==> src/verilog/scss_pkg.sv <==
// Constants, timing counts and state codes of the smart card session
// sequencer. Assumes a 250 MHz core clock and synchronous inputs.
// Behaviour
// Request fall: oscillator fast after 384 slow
// Card supply rises when oscillator goes fast
// Host lines driven high at 17T/2
// Card reset enabled at 23T/2
// T is 64 fast oscillator periods
// Host applies card clock between start, end
// Request rise: reset low after 3T/64
// Card clock stopped T/2 after reset low
// Host lines pulled low T after reset
// Supply drops at 3T/2, ends below 0.4V
// Idle: contacts grounded, lines weak, slow oscillator
// Deactivation T is 64 periods, about 25us
// Overcurrent filtered so short pulses pass
// Faults: overcurrent, removal, supply drops, overheat
// Outside session status follows card presence
// Outside session supply drop only resets internally
// Session fault starts emergency deactivation
// Request release after fault rechecks presence
// Presence debounced over 640 slow periods
// Insertion raises status after full debounce
// Extraction deactivates at once, then status low
// Power-up holds shutdown 1024 slow periods
// One counter times all steps, abort anywhere
package scss_pkg;
   localparam int CLK_MHZ = 250;
   localparam int HOLD_MS = 8;
   localparam int HOLD_PERIODS = 1024;
   localparam int T_US = 25;
   localparam int T_PERIODS = 64;
   // Oscillator periods in ns, then in core clock cycles (rounded down)
   localparam int SLOW_PER_NS = HOLD_MS * 1000000 / HOLD_PERIODS;
   localparam int FAST_PER_NS = T_US * 1000 / T_PERIODS;
   localparam logic [10:0] SLOW_DIV_LAST =
      11'(SLOW_PER_NS * CLK_MHZ / 1000 - 1);
   localparam logic [10:0] FAST_DIV_LAST =
      11'(FAST_PER_NS * CLK_MHZ / 1000 - 1);
   // Sequence points, in oscillator periods
   localparam logic [10:0] WAKE_LAST = 11'h17F;
   localparam logic [10:0] ACT_LINES = 11'(17 * T_PERIODS / 2);
   localparam logic [10:0] ACT_RST = 11'(23 * T_PERIODS / 2);
   localparam logic [10:0] DE_RST = 11'(3 * T_PERIODS / 64);
   localparam logic [10:0] DE_CLK = 11'(DE_RST + T_PERIODS / 2);
   localparam logic [10:0] DE_LINES = 11'(DE_RST + T_PERIODS);
   localparam logic [10:0] DE_VCC = 11'(DE_RST + 3 * T_PERIODS / 2);
   localparam logic [10:0] HOLD_LAST = 11'(HOLD_PERIODS - 1);
   localparam logic [10:0] DEB_LAST = 11'h27F;
   localparam logic [10:0] OC_FILT = 11'h100;

   typedef enum logic [5:0] {
      S_HOLD = 6'h01,
      S_IDLE = 6'h02,
      S_WAKE = 6'h04,
      S_ACT = 6'h08,
      S_DEACT = 6'h10,
      S_FALL = 6'h20
   } scss_state_t;
endpackage

==> src/verilog/scss_sequencer.sv <==
// Session sequencer: activation, deactivation, fault status, shutdown.
// Assumes synchronous inputs; analog comparators report as levels.
`timescale 1ns/1ps
`default_nettype none
module scss_sequencer
   import scss_pkg::*;
// Oscillator divider end counts; smaller values shorten every period
// while all sequence counts stay as they are, which keeps runs quick
#(
   parameter logic [10:0] SLOW_LAST = SLOW_DIV_LAST,
   parameter logic [10:0] FAST_LAST = FAST_DIV_LAST
)
(
   input wire logic core_clk_i,
   input wire logic rstn_i,
   input wire logic session_request_n_i,
   input wire logic card_present_n_i,
   input wire logic overcurrent_i,
   input wire logic [2:0] supply_drop_i,
   input wire logic overtemp_i,
   input wire logic vcc_below_i,
   output logic osc_fast_o,
   output logic card_vcc_en_o,
   output logic card_rst_en_o,
   output logic card_clk_en_o,
   output logic contacts_grounded_o,
   output logic host_io_line_o,
   output logic host_io_line_oe_o,
   output logic host_aux1_line_o,
   output logic host_aux1_line_oe_o,
   output logic host_aux2_line_o,
   output logic host_aux2_line_oe_o,
   output logic fault_status_n_o
);
   typedef struct packed {
      scss_state_t st;
      logic [10:0] cnt;
      logic [10:0] sdiv;
      logic [10:0] fdiv;
      logic [10:0] oc_cnt;
      logic req_n;
      logic fault;
      logic fault_n;
      logic osc_fast;
      logic vcc_en;
      logic rst_en;
      logic clk_en;
      logic line_oe;
      logic line_lvl;
      logic grounded;
   } scss_seq_t;

   localparam scss_seq_t SEQ_RST = '{st: S_HOLD, cnt: 11'h000,
      sdiv: 11'h000, fdiv: 11'h000, oc_cnt: 11'h000, req_n: 1'b1,
      fault: 1'b0, fault_n: 1'b0, osc_fast: 1'b0, vcc_en: 1'b0,
      rst_en: 1'b0, clk_en: 1'b0, line_oe: 1'b0, line_lvl: 1'b1,
      grounded: 1'b1};

   scss_seq_t s_q;
   scss_seq_t s_d;
   logic slow_tick;
   logic fast_tick;
   logic osc_tick;
   logic present;
   logic session;
   logic fault_cond;
   logic abort;
   logic [10:0] cnt_nx;

   scss_debounce u_debounce (
      .core_clk_i(core_clk_i),
      .rstn_i(rstn_i),
      .tick_i(slow_tick),
      .card_present_n_i(card_present_n_i),
      .present_o(present)
   );

   // Oscillator model: two dividers, the sequencer picks the active one
   assign slow_tick = (s_q.sdiv == SLOW_LAST);
   assign fast_tick = (s_q.fdiv == FAST_LAST);
   assign osc_tick = s_q.osc_fast ? fast_tick : slow_tick;
   assign cnt_nx = s_q.cnt + 11'h001;
   assign session = (s_q.st == S_WAKE) || (s_q.st == S_ACT);
   // Removal, filtered overload, any supply drop, overheat
   assign fault_cond = !present || (s_q.oc_cnt == OC_FILT) ||
      (|supply_drop_i) || overtemp_i;
   assign abort = session && (session_request_n_i || fault_cond);

   always_comb
   begin
      s_d = s_q;
      s_d.sdiv = slow_tick ? 11'h000 : s_q.sdiv + 11'h001;
      s_d.fdiv = fast_tick ? 11'h000 : s_q.fdiv + 11'h001;
      s_d.req_n = session_request_n_i;
      // Overload must persist before it counts; unseen outside a session
      if (!overcurrent_i || !session)
         s_d.oc_cnt = '0;
      else if (slow_tick && s_q.oc_cnt != OC_FILT)
         s_d.oc_cnt = s_q.oc_cnt + 11'h001;
      // Fault latch: set wins, cleared only once request is released
      if (session && !session_request_n_i && fault_cond)
         s_d.fault = 1'b1;
      else if (session_request_n_i && !session)
         s_d.fault = 1'b0;
      unique case (s_q.st)
         S_HOLD:
         begin
            if (slow_tick)
            begin
               s_d.cnt = cnt_nx;
               if (s_q.cnt == HOLD_LAST)
                  s_d.st = S_IDLE;
            end
         end
         S_IDLE:
         begin
            if (|supply_drop_i)
            begin
               s_d.st = S_HOLD;
               s_d.cnt = '0;
            end
            else if (s_q.req_n && !session_request_n_i)
            begin
               s_d.st = S_WAKE;
               s_d.cnt = '0;
            end
         end
         S_WAKE, S_ACT:
         begin
            if (abort)
            begin
               // Same counter restarts for the way back down
               s_d.st = S_DEACT;
               s_d.cnt = '0;
               s_d.osc_fast = 1'b1;
            end
            else if (osc_tick && s_q.st == S_WAKE)
            begin
               s_d.cnt = cnt_nx;
               if (s_q.cnt == WAKE_LAST)
               begin
                  s_d.st = S_ACT;
                  s_d.cnt = '0;
                  s_d.osc_fast = 1'b1;
                  s_d.vcc_en = 1'b1;
                  s_d.grounded = 1'b0;
               end
            end
            else if (osc_tick && s_q.cnt != ACT_RST)
            begin
               s_d.cnt = cnt_nx;
               if (cnt_nx == ACT_LINES)
               begin
                  s_d.line_oe = 1'b1;
                  s_d.line_lvl = 1'b1;
                  s_d.clk_en = 1'b1;
               end
               if (cnt_nx == ACT_RST)
                  s_d.rst_en = 1'b1;
            end
         end
         S_DEACT:
         begin
            if (osc_tick)
            begin
               s_d.cnt = cnt_nx;
               if (cnt_nx == DE_RST)
                  s_d.rst_en = 1'b0;
               if (cnt_nx == DE_CLK)
                  s_d.clk_en = 1'b0;
               if (cnt_nx == DE_LINES)
                  s_d.line_lvl = 1'b0;
               if (cnt_nx == DE_VCC)
               begin
                  s_d.vcc_en = 1'b0;
                  s_d.st = S_FALL;
               end
            end
         end
         S_FALL:
         begin
            // Done only once the card supply has really collapsed
            if (vcc_below_i)
            begin
               s_d.st = S_IDLE;
               s_d.cnt = '0;
               s_d.grounded = 1'b1;
               s_d.line_oe = 1'b0;
               s_d.line_lvl = 1'b1;
               s_d.osc_fast = 1'b0;
               s_d.clk_en = 1'b0;
               s_d.rst_en = 1'b0;
            end
         end
      endcase
      // Status pin: presence, forced low by a latched session fault
      s_d.fault_n = present && !s_d.fault;
   end

   always_ff @(posedge core_clk_i)
   begin
      if (!rstn_i)
         s_q <= SEQ_RST;
      else
         s_q <= s_d;
   end

   assign osc_fast_o = s_q.osc_fast;
   assign card_vcc_en_o = s_q.vcc_en;
   assign card_rst_en_o = s_q.rst_en;
   assign card_clk_en_o = s_q.clk_en;
   assign contacts_grounded_o = s_q.grounded;
   assign host_io_line_o = s_q.line_lvl;
   assign host_io_line_oe_o = s_q.line_oe;
   assign host_aux1_line_o = s_q.line_lvl;
   assign host_aux1_line_oe_o = s_q.line_oe;
   assign host_aux2_line_o = s_q.line_lvl;
   assign host_aux2_line_oe_o = s_q.line_oe;
   assign fault_status_n_o = s_q.fault_n;
endmodule
`default_nettype wire

==> src/verilog/scss_debounce.sv <==
// Card presence filter: slow insertion acceptance, instant removal.
// Assumes tick_i is a one-cycle slow oscillator pulse.
`timescale 1ns/1ps
`default_nettype none
module scss_debounce
   import scss_pkg::*;
(
   input wire logic core_clk_i,
   input wire logic rstn_i,
   input wire logic tick_i,
   input wire logic card_present_n_i,
   output logic present_o
);
   typedef struct packed {
      logic [10:0] cnt;
      logic present;
   } scss_deb_t;

   scss_deb_t s_q;
   scss_deb_t s_d;

   // Removal drops at once; insertion must stay stable for the full span
   always_comb
   begin
      s_d = s_q;
      if (card_present_n_i)
      begin
         s_d.present = 1'b0;
         s_d.cnt = '0;
      end
      else if (!s_q.present && tick_i)
      begin
         if (s_q.cnt == DEB_LAST)
            s_d.present = 1'b1;
         else
            s_d.cnt = s_q.cnt + 11'h001;
      end
   end

   always_ff @(posedge core_clk_i)
   begin
      if (!rstn_i)
         s_q <= '0;
      else
         s_q <= s_d;
   end

   assign present_o = s_q.present;
endmodule
`default_nettype wire

==> config.mk <==
export PLATFORM = sky130hd
export DESIGN_NAME = scss_sequencer
export DESIGN_NICKNAME = d
export VERILOG_FILES = /design/src/verilog/scss_pkg.sv /design/src/verilog/scss_sequencer.sv /design/src/verilog/scss_debounce.sv
export SDC_FILE = /design/constraint.sdc
export NUM_CORES = 1
export LEC_CHECK = 0
export ABC_AREA = 1
export ABC_CLOCK_PERIOD_IN_PS = 4600
export BUFFER_PORTS_ARGS = -buffer_cell sky130_fd_sc_hd__clkbuf_2
export CORE_UTILIZATION = 39
export CTS_CLUSTER_DIAMETER = 60
export DETAILED_ROUTE_END_ITERATION = 10
export GPL_TIMING_DRIVEN = 0
export PLACE_DENSITY = 0.53
export SLEW_MARGIN = 20
export SYNTH_ARGS = -nofsm -noshare
export SYNTH_HDL_FRONTEND = slang
export SYNTH_SLANG_ARGS = --single-unit
==> constraint.sdc <==
create_clock -name core_clk_i -period 4.6 [get_ports core_clk_i]
set_input_delay 0.46 -clock core_clk_i [delete_from_list [all_inputs] [get_ports core_clk_i]]
set_output_delay 0.46 -clock core_clk_i [all_outputs]
set_load 0.005 [all_outputs]
======== After elaboration in Yosys (flattened, before gate mapping) ========
Cells that the tools add are included.
word-level totals
  register bits ........................... 72
  input bits .............................. 10
  logic and storage cells ................. 144
cells by class
  add/sub/neg operators ................... 5
  equal/unequal tests ..................... 39
  muxes and demuxes ....................... 40
  bitwise gates (word level) .............. 2
  reductions and logical operators ........ 41
operator list
  kind                                                                count
  17-bit two-way mux                                                  7
  17-bit case mux with 5 select lines                                 1
  11-bit by 1-bit adder with 11-bit output (second input constant)    5
  11-bit by 10-bit == test with 1-bit output (second input constant)  4
  11-bit by 7-bit == test with 1-bit output (second input constant)   3
  8-bit AND reduction                                                 4
  2-bit != test (second input constant)                               15
  6-bit two-way mux                                                   4
  11-bit by 9-bit == test with 1-bit output (second input constant)   2
  11-bit two-way mux                                                  2
  1-bit two-way mux                                                   13
  6-bit AND reduction                                                 2
  11-bit == test (second input constant)                              1
  11-bit by 2-bit == test with 1-bit output (second input constant)   1
  11-bit by 6-bit == test with 1-bit output (second input constant)   1
  11-bit by 10-bit != test with 1-bit output (second input constant)  1
  11-bit by 9-bit != test with 1-bit output (second input constant)   1
  1-bit logical AND                                                   10
  5-bit AND reduction                                                 2
  2-bit OR reduction                                                  5
  3-bit != test (second input constant)                               3
  4-bit two-way mux                                                   2
  1-bit case mux with 2 select lines                                  4
  6-bit by 1-bit == test with 1-bit output (second input constant)    1
  19 further kinds                                                    33

======== Logic depth before layout (Yosys ltp) ========
  depth in word-level cells ............... 8
  depth in mapped cells ................... 15
  gate-level depth less buffers ........... 15

======== Hierarchy ========
A second synthesis with hierarchy kept.
second synthesis, totals
  cells, all modules ...................... 643
  area total of the unflattened synthesis .. 4,296.6 µm²
by module, submodules not included
  module          instances  cells each  area an instance (µm²)
  scss_sequencer  1          541         3,612.2
  scss_debounce   1          102         684.4

======== Worst setup path before layout ========
Ideal clock, no wire load.
  path type ............................... reg-to-reg
  from .................................... register s_q[44] (netlist bit)
  to ...................................... register s_q[57] (netlist bit)
  data arrival time ....................... 1,639 ps
  required time ........................... 4,486 ps
  path slack .............................. 2,847 ps
  stages on the path, launching flop included .. 13
  path buffers ............................ 0
  clock period less this slack ............ 1,753 ps
  cell sequence ........................... dfxtp_1 > ha_1 > inv_1 > nor2_4 > nand3_1 > nand2_1 > nand3_2 > nor2_4 > nand3_2 > nand2_4 > nand3_4 > a21oi_1 > nor2_1
on the way
  longest elaborated chain between the ends .. 4
  elaborated cells between the ends (all ways) .. 8
  those cells by class .................... 1 x add/sub; 6 x eq/ne; 1 x reduce/logical
ends and longest elaborated chain
  what                                       RTL line               text
  from (decl)                                scss_sequencer.sv:59   scss_seq_t s_q;
  from (signal assigned)                     scss_sequencer.sv:203  s_q <= SEQ_RST;
  from (signal assigned)                     scss_sequencer.sv:205  s_q <= s_d;
  11-bit by 1-bit adder with 11-bit output   scss_sequencer.sv:82   assign cnt_nx = s_q.cnt + 11'h001;
  11-bit by 7-bit == test with 1-bit output  scss_sequencer.sv:173  if (cnt_nx == DE_VCC)
  2-bit != test (no source line)             -
  8-bit AND reduction (no source line) *     -
Every way passes the cells marked *; elsewhere a longest branch is shown, timed or not.
A chain may end at the register's enable or synchronous reset.

======== Final worst setup path ========
Same ends and word-level chain as after synthesis.

==> impl_summary.txt <==
----------------------------------------------------
[Route]
  Number of vias per cell ... 4.76
  Drt wl/cell ... 11.5 µm
  Post-route ant nets ... 0
  Final Routed Wirelength ... 8.96 mm
  Via Count ... 3721
  Iteration-0 DRC Markers ... roughly 150
  DRC errors left ... 0
  Drt first pass iters ... 4

[STA]
  Final hold slack ... 0.369 ns
  Max Freq ... 481 MHz
  Final min period ... 2.08 ns
  Final worst-path cycle share ... between 40 and 50%
  Final setup vio count ... 0
  Hold violation total from the final report ... 0
  Setup repair after global routing missed its margin ... no
  Slew @ Worst Pin ... 0.635 ns
  Worst rel slew slack ... 57.7%
  Pins over their slew limit ... 0
  Clock skew ... 0.0116 ns
  Final setup TNS ... 0 ns

[Placed design]
  Count of input and output buffers ... 20
  Weighted congestion reported at the end of routability-driven placement ... 0.816
  Post-detail-place hpwl ... slightly below 7 mm
  Number of instances in the placed design ... 765

[Global route]
  GRT Util Overall ... around 18%
  Wire length of the first global-routing pass ... 15.9 mm
  Remaining global-route overflow ... 0
  Maximum number of pins on one net before global-route repair ... 13
  Initial antenna violation count ... 0
  Via count of the first global-routing pass ... about 3500

[Finish]
  Post-layout instance count excluding filler cells ... 781
  Commonest non-fill, non-tap cell in the layout ... nand2_1
  Number of nets in the finished design ... 661
  Number of diodes ... 0
  Highest-count cells in the layout ignoring fill and taps ... nand2_1, inv_1, dfxtp_1, nor2_1, a21oi_1
  Area overhead of the layout relative to synthesis ... 11.4%
  Share of final-layout standard cells stronger than drive strength 1 ... 13.3%

[Critical path]
  Category of the worst setup path capture point ... flip-flop
  Biggest fanout along the worst timing path ... 7
  Crit path arrival time ... 2.32 ns
  Critical Path RT ... roughly 4.8 ns
  Critical Setup Path Class ... flip-flop to flip-flop
  Worst Setup Start Kind ... flip-flop

[Yosys]
  Post-Synthesis Cell Area ... 4090 µm²
  Netlist cell types ... 39
  Post-Syn Area per Cell ... ~6.7 µm²
  Post-synthesis cell count ... roughly 610
  Fraction of the yosys area taken by sequential cells ... a little over a third
  Synthesis Warnings ... 0
  Nets in the synthesized netlist ... 630
  Register bit total from synthesis ... 72

[Clock tree]
  Clock tree root buffer cell ... clkbuf_8
  Clock latency on the worst-skew pair ... 0.35 ns
  Clock Sinks ... 72
  CTS clock-pin slew for the worst setup and hold paths ... around 0.07 ns
  Number of gates resized after cts ... 0
  CTS H-tree lvls ... 3
  Hold buffer count at CTS ... 0
  Number of buffers created by CTS ... 9
  CTS tree ... built
  Setup bufs post-CTS ... 0
  Largest buffer count on any clock path ... 2

[Hold path]
  Class of the tightest hold or removal check ... input pin to flip-flop

[Floorplanning]
  Effective utilization at floorplan ... between 30% and 40%
  Die height ... 104 µm
  Die Outline Area ... approximately 11000 µm²
  Rows ... 37
  Ports ... 22
  Area of the placeable core ... 10200 µm²
  Die span in x ... 104 µm

[Job]
  Max cap viols ... 0

[Power and ir drop]
  Reported leakage power ... about 1.8 nW
  Power density of the placed cells ... 395 nW/µm²
  Worst VDD drop ... 163 µV

[Run status]
  Run status ... complete, no violations

----------------------------------------------------
-- through the flow --
step	util [%]	setup WS (ns)	cell area [µm²]	power [mW]
floorplan	-	2.85	4090	1.16
global placement	42.6	2.54	4360	1.30
detailed placement	42.6	2.51	4360	1.31
CTS	44.5	2.50	4560	1.82
global route	44.5	2.24	4560	1.94
finish	44.5	2.52	4560	1.80
-- sequential cells by signal (all words and copies together), names as in the netlist --
signal                cells
card_clk_en_o             1
card_rst_en_o             1
card_vcc_en_o             1
contacts_grounded_o       1
fault_status_n_o          1
host_aux1_line_o          1
host_aux1_line_oe_o       1
osc_fast_o                1
s_q                      52
u_debounce.present_o      1
u_debounce.s_q           11
-- report_power, final --
group | internal [mW] | leakage, nW | switching, mW
clock network | 0.265 | 0.0993 | 0.240
logic | 0.198 | 1.11 | 0.385
registers | 0.668 | 0.583 | 0.0445
total | 1.13 | 1.80 | 0.670
-- metal layers --
layer	vias up	track usage, %	share of wire, %
met4	0	5.51	0.42
met1	1651	24.0	51
met5	-	0	0
li1	2017	-	-
met2	51	28.3	46
met3	2	3.32	3.4
-- critical path, cell delays in order, from the launching register on --
cell,delay [ns]
dfxtp_1,0.45
ha_1,0.25
inv_1,0.09
nor2_4,0.16
nand3_1,0.09
nand2_1,0.16
nand3_2,0.13
nor2_4,0.13
nand3_2,0.10
nand2_4,0.11
nand3_4,0.10
a21oi_1,0.16
nor2_1,0.05
-- final cells by class --
cell class                 count  area (µm²)
clock inverter                 5        56.3
multi-input combinational    435        2230
inverter                      89         334
clock buffer                  11         141
sequential                    72        1440
tap                          136         170
buffer                        13        82.6
fill                        1099        5680
timing repair buffer          20         100
-- Yosys cell counts (all sizes together) --
cell | n | area share (%)
nor3 | 30 | 4.2
and2 | 1 | 0.15
nor3b | 7 | 1.3
a21oi | 49 | 6.1
or2 | 3 | 0.46
xnor2 | 4 | 0.86
ha | 11 | 3.4
nand4 | 10 | 1.5
clkbuf | 3 | 0.28
clkinv | 1 | 0.092
and3 | 3 | 0.46
o21ai | 19 | 2.6
nand3b | 1 | 0.18
o21a | 2 | 0.37
inv | 88 | 8.1
nand2 | 146 | 14
xor2 | 5 | 1.1
nor2 | 84 | 9.1
dfxtp | 72 | 35
buf | 10 | 1.7
nand3 | 54 | 7.7
o21bai | 2 | 0.37
nor4 | 4 | 0.77
-- logic make-up (layout without fill, tap and decap cells) --
group	after synthesis	in the layout	synth area share, %
AO/OA/AOI/OAI	72	72	9.43
XOR/XNOR	9	9	1.93
adder cells (fa/ha/maj)	11	11	3.37
buffers and inverters	102	138	10.2
flip-flops	72	72	35.3
AND/OR/NAND/NOR	343	343	39.8
-- worst paths after layout --
kind | start | endpoint | slack (ns) | depth (start not counted)
worst min register to register | s_q[21] | s_q[21] | 0.44 | 1
worst max-delay path | s_q[44] | s_q[57] | 2.52 | 12
worst max register to register | s_q[44] | s_q[57] | 2.52 | 12
worst min-delay path | vcc_below_i | contacts_grounded_o | 0.37 | 3
No activity file was read; power rests on OpenSTA's default activity.
